`config.mk`:
```
export PLATFORM = sky130hd
export DESIGN_NAME = pgm_regs
export DESIGN_NICKNAME = d
export VERILOG_FILES = /design/src/logic/pgm_pkg.sv /design/src/logic/pgm_regs.sv
export SDC_FILE = /design/constraint.sdc
export NUM_CORES = 1
export LEC_CHECK = 0
export BUFFER_PORTS_ARGS = -buffer_cell sky130_fd_sc_hd__buf_2
export CELL_PAD_IN_SITES_DETAIL_PLACEMENT = 1
export CELL_PAD_IN_SITES_GLOBAL_PLACEMENT = 1
export CORE_AREA = 2 2 85 87
export DETAILED_ROUTE_END_ITERATION = 8
export DIE_AREA = 0 0 87 89
export PLACE_DENSITY_LB_ADDON = 0.1
export SYNTH_ARGS = -nofsm -noshare
export SYNTH_HDL_FRONTEND = slang
export SYNTH_SLANG_ARGS = --single-unit
```
`constraint.sdc`:
```
create_clock -name pclk -period 2.5 [get_ports pclk]
set_input_delay 0.125 -clock pclk [delete_from_list [all_inputs] [get_ports pclk]]
set_output_delay 0.125 -clock pclk [all_outputs]
set_load 0.1 [all_outputs]
```
`src/logic/pgm_pkg.sv`:
```
// Functional notes
// Second-bank bit 7 clear: control_input_5 joins the tree; set: ignored.
// Second-bank bit 6 clear: control_input_4 joins the tree; set: ignored.
// Second-bank bit 5 clear: control_input_2 joins the tree; set: ignored.
// Second-bank bit 4 clear: control_input_1 joins the tree; set: ignored.
// Second-bank bit 3 clear: termination regulator good joins the tree.
// Second-bank bit 2 clear: shared switch-or-regulator good joins the tree.
// One-time memory picks load_switch_b_two or aux_regulator_one as shared source.
// Second-bank bit 1 clear: load_switch_b_one good joins the tree.
// Second-bank bit 0 clear: aux_regulator_three good joins the tree.
// Output c first-bank bit 7 clear: aux_regulator_two good joins the tree.
// Output c first-bank bit 6 clear: load_switch_a_one good joins the tree.
// Output c first-bank bit 5 clear: step_down_six good joins the tree.
// Output c first-bank bit 4 clear: step_down_five good joins the tree.
// Output c first-bank bit 3 clear: step_down_four good joins the tree.
// Output c first-bank bit 2 clear: step_down_three good joins the tree.
// Output c first-bank bit 1 clear: step_down_two good joins the tree.
// Output c first-bank bit 0 clear: step_down_one good joins the tree.
// Status output high only while every unmasked source of its tree is good.
// Mask bits are software read/write and reset from one-time memory values.
package pgm_pkg;

   // Register indices as printed; byte address is four times the index
   localparam logic [7:0]  IDX_B_SECOND   = 8'ha9;
   localparam logic [7:0]  IDX_C_FIRST    = 8'haa;
   localparam logic [7:0]  IDX_C_SECOND   = 8'hab;
   localparam logic [7:0]  IDX_STATUS     = 8'hb0;
   localparam int          ADDR_W         = 12;
   localparam logic [11:0] ADDR_B_SECOND  = {2'h0, IDX_B_SECOND, 2'h0};
   localparam logic [11:0] ADDR_C_FIRST   = {2'h0, IDX_C_FIRST, 2'h0};
   localparam logic [11:0] ADDR_C_SECOND  = {2'h0, IDX_C_SECOND, 2'h0};
   localparam logic [11:0] ADDR_STATUS    = {2'h0, IDX_STATUS, 2'h0};

   // Constant reset value; real value is loaded from one-time memory after release
   localparam logic [7:0]  MASK_RST       = 8'h00;

   // Status register field positions
   localparam int          ST_OUT_B       = 0;
   localparam int          ST_OUT_C       = 1;
   localparam int          ST_SHARED_SEL  = 2;
   localparam int          ST_LOADED      = 3;

   // Power-good and control pin inputs, high means good or asserted
   typedef struct packed {
      logic control_input_5;
      logic control_input_4;
      logic control_input_2;
      logic control_input_1;
      logic termination_pg;
      logic load_switch_b_two_pg;
      logic aux_regulator_one_pg;
      logic load_switch_b_one_pg;
      logic aux_regulator_three_pg;
      logic aux_regulator_two_pg;
      logic load_switch_a_one_pg;
      logic step_down_six_pg;
      logic step_down_five_pg;
      logic step_down_four_pg;
      logic step_down_three_pg;
      logic step_down_two_pg;
      logic step_down_one_pg;
   } pgm_sources_s;

   // One-time memory image: mask defaults and shared source pick
   typedef struct packed {
      logic [7:0] b_second_mask;
      logic [7:0] c_first_mask;
      logic [7:0] c_second_mask;
      logic       shared_is_aux_one;
   } pgm_otp_s;

   // A tree is good when each source is good or masked off
   function automatic logic pgm_tree(input logic [7:0] src, input logic [7:0] mask);
      pgm_tree = &(src | mask);
   endfunction : pgm_tree

endpackage : pgm_pkg

```
`src/logic/pgm_regs.sv`:
```
`timescale 1ns/1ps
`default_nettype none
module pgm_regs
   import pgm_pkg::*;
(
   // Clock and reset
   input  wire logic               pclk,
   input  wire logic               presetn,
   // APB slave
   input  wire logic               psel,
   input  wire logic               penable,
   input  wire logic               pwrite,
   input  wire logic [ADDR_W-1:0]  paddr,
   input  wire logic [31:0]        pwdata,
   input  wire logic [3:0]         pstrb,
   output logic [31:0]             prdata,
   output logic                    pready,
   output logic                    pslverr,
   // Power-good sources and one-time memory image
   input  wire pgm_sources_s       sources,
   input  wire pgm_otp_s           otp,
   // Status outputs
   output logic                    status_output_b,
   output logic                    status_output_c
);

   logic [7:0]  second_output_b_mask;
   logic [7:0]  first_output_c_mask;
   logic [7:0]  second_output_c_mask;
   logic        shared_is_aux_one;
   logic        load_pending;
   logic        shared_pg;
   logic [7:0]  second_bank_src;
   logic [7:0]  first_bank_src;
   logic        wr_access;
   logic        mapped;
   logic [31:0] next_rdata;

   // Shared source chosen by one-time memory
   assign shared_pg = shared_is_aux_one ? sources.aux_regulator_one_pg
                                        : sources.load_switch_b_two_pg;

   // Second bank order: control 5,4,2,1, termination, shared, switch b one, aux three
   assign second_bank_src = {sources.control_input_5,
                             sources.control_input_4,
                             sources.control_input_2,
                             sources.control_input_1,
                             sources.termination_pg,
                             shared_pg,
                             sources.load_switch_b_one_pg,
                             sources.aux_regulator_three_pg};

   // First bank order: aux two, switch a one, step-down six down to one
   assign first_bank_src = {sources.aux_regulator_two_pg,
                            sources.load_switch_a_one_pg,
                            sources.step_down_six_pg,
                            sources.step_down_five_pg,
                            sources.step_down_four_pg,
                            sources.step_down_three_pg,
                            sources.step_down_two_pg,
                            sources.step_down_one_pg};

   // Address decode; only whole aligned words are mapped
   always_comb begin
      unique case (paddr)
         ADDR_B_SECOND, ADDR_C_FIRST, ADDR_C_SECOND, ADDR_STATUS: mapped = 1'b1;
         default: mapped = 1'b0;
      endcase
   end

   // Zero wait states; error only in the access phase of an unmapped word
   assign pready    = 1'b1;
   assign pslverr   = psel & penable & ~mapped;
   assign wr_access = psel & penable & pwrite & mapped & pstrb[0];

   // One-time memory load happens on the first edge after reset release.
   // Async reset may only take a constant, so the strap is caught here instead.
   always_ff @(posedge pclk or negedge presetn) begin
      if (!presetn) begin
         load_pending <= 1'b1;
      end else begin
         load_pending <= 1'b0;
      end
   end

   // Shared source pick, held from the load onward
   always_ff @(posedge pclk or negedge presetn) begin
      if (!presetn) begin
         shared_is_aux_one <= 1'b0;
      end else if (load_pending) begin
         shared_is_aux_one <= otp.shared_is_aux_one;
      end
   end

   // Mask registers: load from memory image, then software owns them
   always_ff @(posedge pclk or negedge presetn) begin
      if (!presetn) begin
         second_output_b_mask <= MASK_RST;
         first_output_c_mask  <= MASK_RST;
         second_output_c_mask <= MASK_RST;
      end else if (load_pending) begin
         second_output_b_mask <= otp.b_second_mask;
         first_output_c_mask  <= otp.c_first_mask;
         second_output_c_mask <= otp.c_second_mask;
      end else if (wr_access) begin
         if (paddr == ADDR_B_SECOND) begin
            second_output_b_mask <= pwdata[7:0];
         end
         if (paddr == ADDR_C_FIRST) begin
            first_output_c_mask <= pwdata[7:0];
         end
         if (paddr == ADDR_C_SECOND) begin
            second_output_c_mask <= pwdata[7:0];
         end
      end
   end

   // Read mux; unused upper bits read zero
   always_comb begin
      next_rdata = 32'h0000_0000;
      unique case (paddr)
         ADDR_B_SECOND: next_rdata[7:0] = second_output_b_mask;
         ADDR_C_FIRST:  next_rdata[7:0] = first_output_c_mask;
         ADDR_C_SECOND: next_rdata[7:0] = second_output_c_mask;
         ADDR_STATUS: begin
            next_rdata[ST_OUT_B]      = status_output_b;
            next_rdata[ST_OUT_C]      = status_output_c;
            next_rdata[ST_SHARED_SEL] = shared_is_aux_one;
            next_rdata[ST_LOADED]     = ~load_pending;
         end
         default: next_rdata = 32'h0000_0000;
      endcase
   end

   // Read data captured in the setup phase so it is a flop in the access phase
   always_ff @(posedge pclk or negedge presetn) begin
      if (!presetn) begin
         prdata <= 32'h0000_0000;
      end else if (psel & ~penable & ~pwrite) begin
         prdata <= next_rdata;
      end
   end

   // Status trees; registered to keep the pins glitch-free across the mask OR
   always_ff @(posedge pclk or negedge presetn) begin
      if (!presetn) begin
         status_output_b <= 1'b0;
         status_output_c <= 1'b0;
      end else begin
         status_output_b <= pgm_tree(second_bank_src, second_output_b_mask);
         status_output_c <= pgm_tree(second_bank_src, second_output_c_mask) &
                            pgm_tree(first_bank_src, first_output_c_mask);
      end
   end

   // Assertion helpers: sources that are bad and not masked off
   logic [7:0] b_bad;
   logic [7:0] c2_bad;
   logic [7:0] c1_bad;
   assign b_bad  = ~second_bank_src & ~second_output_b_mask;
   assign c2_bad = ~second_bank_src & ~second_output_c_mask;
   assign c1_bad = ~first_bank_src & ~first_output_c_mask;
endmodule : pgm_regs
`default_nettype wire

```
== After elaboration in Yosys (flattened, before gate mapping) ==
Cells that the tools add are included.
Cells by class
  bitwise logic cells: 15
  reductions and logical operators: 11
  equality and inequality tests: 4
  mux-type cells: 13
Operator list (number)
  $mux W8: 9
  $eq A12 B10 Y1 const B: 4
  $or A8 B8 Y8: 3
  $reduce_and A8 Y1: 3
  $pmux W4 S4: 1
  $pmux W4 S3: 1
  $and A1 B1 Y1: 8
  $reduce_bool A2 Y1: 4
  $reduce_and A2 Y1: 3
  $not A1 Y1: 4
  $reduce_or A4 Y1: 1
  $mux W1: 2
Storage, ports and cells
  logic and storage cells: 51
  bits of input ports: 95
  bits in registers: 36
  output and inout port bits: 36

== Longest topological paths before layout ==
Gate-level depths: netlist (run 1).
  depth in word-level cells: 7
  mapped depth: 7
  mapped depth without buffers: 5

== Worst setup path after synthesis (run 1) ==
Ideal clock, no wire load.
  kind: input to output
  start point: input port paddr[3]
  end point: output port pslverr
  arrival time: 2.114 ns
  setup slack: 0.261 ns
  stages: 5
  required time: 2.375 ns
  buffers on the path: 1
  path through: buf_6 -> or2_2 -> a21oi_1 -> nor4_1 -> nor2_1
Between the ends
  word-level cells in the longest chain between the ends: 5
  elaborated cells on any way between the ends: 8
  classes of those cells: eq/ne: 4; mux: 1; bitwise: 2; reduce/logical: 1
RTL lines
  from (decl): line pgm_regs.sv:13  | input wire logic [ADDR_W-1:0] paddr,
  $eq A12 B10 Y1: line pgm_regs.sv:65  | unique case (paddr)
  $reduce_or A4 Y1 (*): line pgm_regs.sv:65
  $mux W1 (*): line pgm_regs.sv:65
  $not A1 Y1 (*): line pgm_regs.sv:73  | assign pslverr = psel & penable & ~mapped;
  $and A1 B1 Y1 (*): line pgm_regs.sv:73
  to (decl): line pgm_regs.sv:18  | output logic pslverr,
Every way passes the cells marked *; elsewhere a longest branch is shown, timed or not.

== Worst setup path after layout (run 1) ==
  start point: input port paddr[1]
  end point: register second_output_c_mask[4]
Between the ends
  word-level cells in the longest chain between the ends: 7
  elaborated cells on any way between the ends: 11
  classes of those cells: eq/ne: 4; mux: 1; bitwise: 2; reduce/logical: 4
RTL lines
  $eq A12 B10 Y1 (on tied branches): line pgm_regs.sv:65, pgm_regs.sv:112
  $reduce_or A4 Y1: line pgm_regs.sv:65
  $mux W1: line pgm_regs.sv:65
  $and A1 B1 Y1 (2 in series): line pgm_regs.sv:74  | assign wr_access = psel & penable & pwrite & mapped & pstrb[0];
  $reduce_bool A2 Y1 (no line)
  $reduce_and A2 Y1 (no line) (*)
  to (signal assigned): line pgm_regs.sv:104  | second_output_c_mask <= otp.c_second_mask;
  to (signal assigned): line pgm_regs.sv:113  | second_output_c_mask <= pwdata[7:0];
  to (decl): line pgm_regs.sv:29  | logic [7:0] second_output_c_mask;
Marks and branches as above.
A chain may end at the register's enable or synchronous reset.

==> results of run 1 <==
synthesized netlist by cell type:
| master | instances |
|---|---|
| or4b_1 | 1 |
| conb_1 | 2 |
| or3b_2 | 1 |
| buf_4 | 25 |
| o22ai_1 | 9 |
| and2_1 | 2 |
| or2_2 | 1 |
| and3_1 | 1 |
| o22a_1 | 1 |
| mux2_2 | 50 |
| a21oi_1 | 9 |
| nand3b_1 | 1 |
| o21ai_0 | 10 |
| nand2_1 | 16 |
| dfrtp_1 | 35 |
| nor4b_1 | 1 |
| buf_6 | 2 |
| buf_1 | 1 |
| nor4_2 | 1 |
| nand3_1 | 7 |
| inv_1 | 1 |
| clkbuf_1 | 6 |
| dfstp_2 | 1 |
| or4_1 | 1 |
| and4bb_2 | 1 |
| a22o_1 | 4 |
| nor2b_1 | 3 |
| nor4b_4 | 2 |
| nor4_1 | 3 |
| or4_4 | 1 |
| nand4_1 | 1 |
| nor2_1 | 5 |
| mux2_4 | 8 |
kinds of logic after synthesis:
logic type,after synthesis,synth area share
simple gates,49,0.132
flops,36,0.386
buf+inv,35,0.103
compound gates,33,0.0835
other cells,2,0.00321
mux,58,0.292
area by class of cell:
type                            count  area, um^2  area share
Timing Repair Buffer               85         445       0.157
Sequential cell                    36         902       0.319
Clock inverter                      1        7.51     0.00265
Tap cell                           80         100      0.0354
Inverter                            1        3.75     0.00133
Multi-Input combinational cell    166        1280       0.454
Clock buffer                        7        86.3      0.0305
sequential cells by signal (all words and copies together), names as in the netlist:
signal                count
first_output_c_mask       8
load_pending              1
prdata                    8
second_output_b_mask      8
second_output_c_mask      8
shared_is_aux_one         1
status_output_b           1
status_output_c           1
per-stage QoR:
| step | std cells | area [um^2] | worst slack, ps | utilization |
|---|---|---|---|---|
| 2_1_floorplan | 237 | 2430 | 261 | - |
| 3_3_place_gp | 367 | 2730 | 223 | 0.406 |
| 3_5_place_dp | 367 | 2730 | 220 | 0.406 |
| 4_1_cts | 376 | 2830 | 520 | 0.421 |
| 5_1_grt | 376 | 2830 | 426 | 0.421 |
| 6_report | 376 | 2830 | 538 | 0.421 |
final timing paths:
path,from,end,slack (ps),cells past startpoint
hold / removal,otp[0],shared_is_aux_one,60,2
setup / recovery,paddr[1],second_output_c_mask[4],540,7
min in group asynchronous,presetn,prdata[7],470,2
max in group asynchronous,presetn,first_output_c_mask[3],1500,2
hold reg to reg,prdata[1],prdata[1],480,2
setup reg to reg,load_pending,prdata[3],960,4
metal layers:
metal,routed length [um],vias to the layer above,GRT usage
li1,-,888,-
met5,0,-,0
met2,2930,55,0.266
met3,308,5,0.0443
met4,55,0,0.0341
met1,2910,860,0.222
critical path, stage by stage:
cell,delay [ps]
buf_2,130
nor4b_4,440
nand4_1,180
or4b_1,480
buf_4,220
mux2_4,310
mux2_2,260
power groups by stage:
stage                     combinational (mW)  sequential [mW]  clock, mW
after floorplan                        0.354            0.671          0
after global placement                 0.428            0.683          0
after detailed placement               0.431            0.684          0
after CTS                              0.434            0.673      0.461
after global routing                   0.461            0.680      0.484
final                                  0.431            0.672      0.442
layout by cell type, fill, tap and decap left out, types with 2 or more instances in the layout:
cell | netlist | layout
buf_2 | 0 | 78
mux2_2 | 50 | 50
dfrtp_1 | 35 | 35
conb_1 | 2 | 26
nand2_1 | 16 | 16
o21ai_0 | 10 | 10
o22ai_1 | 9 | 9
a21oi_1 | 9 | 9
mux2_4 | 8 | 8
nand3_1 | 7 | 7
clkbuf_8 | 0 | 6
buf_4 | 25 | 6
nor2_1 | 5 | 5
a22o_1 | 4 | 4
nor4_1 | 3 | 3
nor2b_1 | 3 | 3
nor4b_4 | 2 | 2
and2_1 | 2 | 2
==> impl_metrics.json, run 1 <==
{
  "cts_buffers": 5,
  "antenna_found_initial": 0,
  "gp_congestion": 0.805,
  "max-slew-margin-rel": 0.441,
  "wl_per_cell_um": 16.5,
  "grt-ovfl-total": 0,
  "combPwrFrac": 0.279,
  "clock-root-buffer": "clkbuf_8",
  "yosys.area.top_type": "dfrtp_1",
  "antenna_cells": 0,
  "h-tree-depth": 2,
  "gr-usage-all-layers": 0.164,
  "tns_ps": 0,
  "viasPerCell": 4.81,
  "final_net_count": 390,
  "grt_max_degree": 37,
  "hold_buffers": 1,
  "leakage_nw": 1.33,
  "pwr-share-seq": 0.435,
  "finalSetupViolCount": 0,
  "hold_path_class": "in2reg",
  "drive_above_1_share": 0.530,
  "clkSinkCount": 36,
  "fillerInstances": 790,
  "routed_wl_mm": 6.21,
  "postRouteAntennaNets": 0,
  "netlist.area_leader.share": 0.375,
  "coreArea_um2": 6720,
  "vias": 1808,
  "numPortBuffers": 78,
  "crit_required_ps": 2680,
  "yosysWarnings": 0,
  "rows": 30,
  "hold_slack_ps": 57.7,
  "clock_skew_ps": 3.78,
  "fmax_mhz": 510,
  "grt_pass1_wl_mm": 9.52,
  "start_util": 0.348,
  "power_density_nw_per_um2": 546,
  "area_growth_pct": 21.1,
  "worstPathArrival_ps": 2140,
  "die_h_um": 89,
  "dp_hpwl_mm": 4.81,
  "worstMarginPinSlew_ps": 838,
  "cts.repair.resized": 0,
  "ir_drop_mv": 0.242,
  "dieWidth_um": 87,
  "crit_path_start_kind": "input pin",
  "rsz0062_at_grt": "no",
  "intPower_mw": 1.00,
  "seq_area_frac_synth": 0.386,
  "synth_cell_type_count": 33,
  "synth_area_leaders": "dfrtp_1, mux2_2, buf_4",
  "die_area_um2": 7740,
  "postCtsSetupBuffers": 0,
  "fin_crit_sh": 0.785,
  "cts_tree": "done",
  "syn_area_um2": 2340,
  "io_pins": 131,
  "critPathMaxFanout": 8,
  "status": "complete, no violations",
  "slew_viol_final": 0,
  "critPathCaptureType": "flop",
  "post-route-drc-count": 0,
  "initialDrtViolationCount": 59,
  "finalHoldViolations": 0,
  "drv_cap": 0,
  "clkPwrFrac": 0.286,
  "firstDrtPassIters": 4,
  "p_total_mw": 1.54,
  "clk_pin_slew_ps": 80,
  "synthCells": 213,
  "cts_buffer_depth": 2,
  "ys_seq_elements": 36,
  "clk_latency_ps": 290,
  "p_sw_mw": 0.540,
  "switching_share": 0.350,
  "syn_avg_cell_area_um2": 11.0,
  "period_minus_slack_ps": 1960,
  "crit_type": "in2reg",
  "grt_pass1_vias": 1794
}
(Power assumes the default switching activity.)
==> inputs of run 2 (changes only) <==
Settings changed: ABC_AREA set to 1, CORE_AREA 2 2 85 87 to 2 2 94 96, DIE_AREA 0 0 87 89 to 0 0 96 98.
Clock period 2.5 ns to 2 ns, I/O delays scaled along.
==> run 2 against run 1 <==
  * Clock power rose by 25%
  * Cell count rose by 41%
  * First-iteration DRC count fell by 19%
  * Non-clock buffer count fell by 4
  * Critical endpoint is now pslverr
  * Largest power group unchanged
==> impl_metrics.json, run 2 <==
{
  "io_pins": 131,
  "fin_cells": 532,
  "hold_slack_ps": 11.2,
  "start_util": 0.301,
  "area_growth_pct": 20.6,
  "clock-root-buffer": "clkbuf_8",
  "final_common_cell": "nand2_1",
  "critPathMaxStageDelay_ps": 430,
  "cts_tree": "done",
  "critPathMaxFanout": 5,
  "clock_skew_ps": 6.84,
  "seq_area_frac_synth": 0.354,
  "rr_worst_depth": 5,
  "placed_area_um2": 2970,
  "p_total_mw": 1.93,
  "ys_seq_elements": 36,
  "gr-usage-all-layers": 0.155,
  "worstPathArrival_ps": 1380,
  "firstDrtPassIters": 4,
  "stdcell_area_um2": 3070,
  "drive_above_1_share": 0.392,
  "syn_avg_cell_area_um2": 7.46,
  "finalHoldViolations": 0,
  "yosys.area.top_type": "dfrtp_1",
  "postRouteAntennaNets": 0,
  "h-tree-depth": 2,
  "post-route-drc-count": 0,
  "cts.repair.resized": 0,
  "clkSinkCount": 36,
  "status": "complete, no violations",
  "fin_util": 0.363,
  "max-slew-margin-rel": 0.425,
  "hold_path_class": "in2reg",
  "synth_cell_type_count": 31,
  "synth_edf_count": 0,
  "hold_depth": 3,
  "cts_buffer_depth": 2,
  "numPortBuffers": 78,
  "routed_wl_mm": 7.08,
  "ys_async_sr_fraction": 1.00,
  "coreArea_um2": 8470,
  "fin_crit_sh": 0.738,
  "yosysWarnings": 0,
  "rows": 34,
  "antenna_cells": 0,
  "crit_path_start_kind": "input pin",
  "ir_drop_mv": 0.181,
  "clk_pin_slew_ps": 80,
  "synth_area_leaders": "dfrtp_1, nand2_1, nand2_2",
  "worstPathCellList": "buf_2, inv_1, nor2_2, nand2_4, clkinv_1, nand3b_2, nand3_4, nor2_2, buf_2",
  "critPathCaptureType": "output pin",
  "syn_area_um2": 2550,
  "period_minus_slack_ps": 1480,
  "postCtsSetupBuffers": 0,
  "crit_required_ps": 1900,
  "dieWidth_um": 96,
  "rsz0062_at_grt": "no",
  "worstMarginPinSlew_ps": 862,
  "yosys-top-cells-count": "nand2_1, nand2_2, dfrtp_1, nand3_1, buf_4",
  "grt_pass1_vias": 2325,
  "slew_viol_final": 0,
  "grt-ovfl-total": 0,
  "netlist.area_leader.share": 0.343,
  "die_h_um": 98,
  "dp_hpwl_mm": 5.77,
  "synthCells": 342,
  "grt_pass1_wl_mm": 11.4,
  "drv_cap": 0,
  "initialDrtViolationCount": 48,
  "tns_ps": 0,
  "cts_buffers": 5,
  "power_density_nw_per_um2": 629,
  "vias": 2316,
  "synthFlopType": "dfrtp_1",
  "cp_slowest_cell": "buf_2",
  "layout_setup_ws_ps": 524,
  "clk_latency_ps": 290,
  "leakage_nw": 1.66,
  "wl_per_cell_um": 13.3,
  "final_net_count": 518,
  "grt_max_degree": 37,
  "viasPerCell": 4.35,
  "fmax_mhz": 677,
  "antenna_found_initial": 0,
  "die_area_um2": 9410,
  "crit_type": "in2out",
  "synth_most_common_cell": "nand2_1",
  "place_inst": 523,
  "final_cell_mix": "nand2_1, buf_2, nand2_2",
  "place_ws_ps": 502,
  "gp_congestion": 0.876,
  "finalSetupViolCount": 0
}
==> run 2: area by class of cell <==
cell class	instances	area, um^2
clock buffer	7	86.3
clock inverter	1	7.51
fill	1130	5390
inverter	14	55.1
multi-input combinational	285	1470
sequential	36	902
tap	108	135
timing repair buffer	81	415
==> run 2: where the power goes <==
part           internal (mW)  total [mW]  leakage (nW)  switching, mW
Clock                  0.280       0.554        0.0445          0.273
Combinational          0.137       0.545          1.16          0.408
Sequential             0.783       0.836         0.459         0.0531
Total                   1.20        1.93          1.66          0.735
==> run 2: worst max-delay path, delay by kind of cell <==
kind	cells	cell delay, ps
buffers and inverters	4	750
AND/OR/NAND/NOR	5	510
==> run 2: final timing paths <==
path | from | end | slack, ps
min reg2reg | prdata[5] | prdata[5] | 480
max reg2reg | load_pending | first_output_c_mask[1] | 710
min | otp[0] | shared_is_aux_one | 10
min in group asynchronous | presetn | prdata[3] | 460
max | paddr[9] | pslverr | 520
max in group asynchronous | presetn | second_output_c_mask[6] | 1010
==> run 2: cells by family (layout without fill, tap and decap cells) <==
kind of cell           count (synthesis)  count (layout)  synth area share
and+or+nand+nor                      250             250             0.513
AOI/OAI and AO/OA                      9               9            0.0250
other                                  2              26           0.00295
DFF                                   36              36             0.354
buffers and inverters                 45             103             0.105
==> run 2: layer usage <==
layer,share of wire,GRT usage,routed length [um],vias up
met4,0.0078,0.0363,55,0
met2,0.47,0.246,3300,66
met1,0.48,0.218,3400,1044
met5,0,0,0,-
li1,-,-,-,1202
met3,0.045,0.0285,321,4
==> run 2: repair_timing <==
item,CTS,global route
hold buffers,1,0
setup endpoints to repair,0,0
endpoints found under the hold margin,35,0
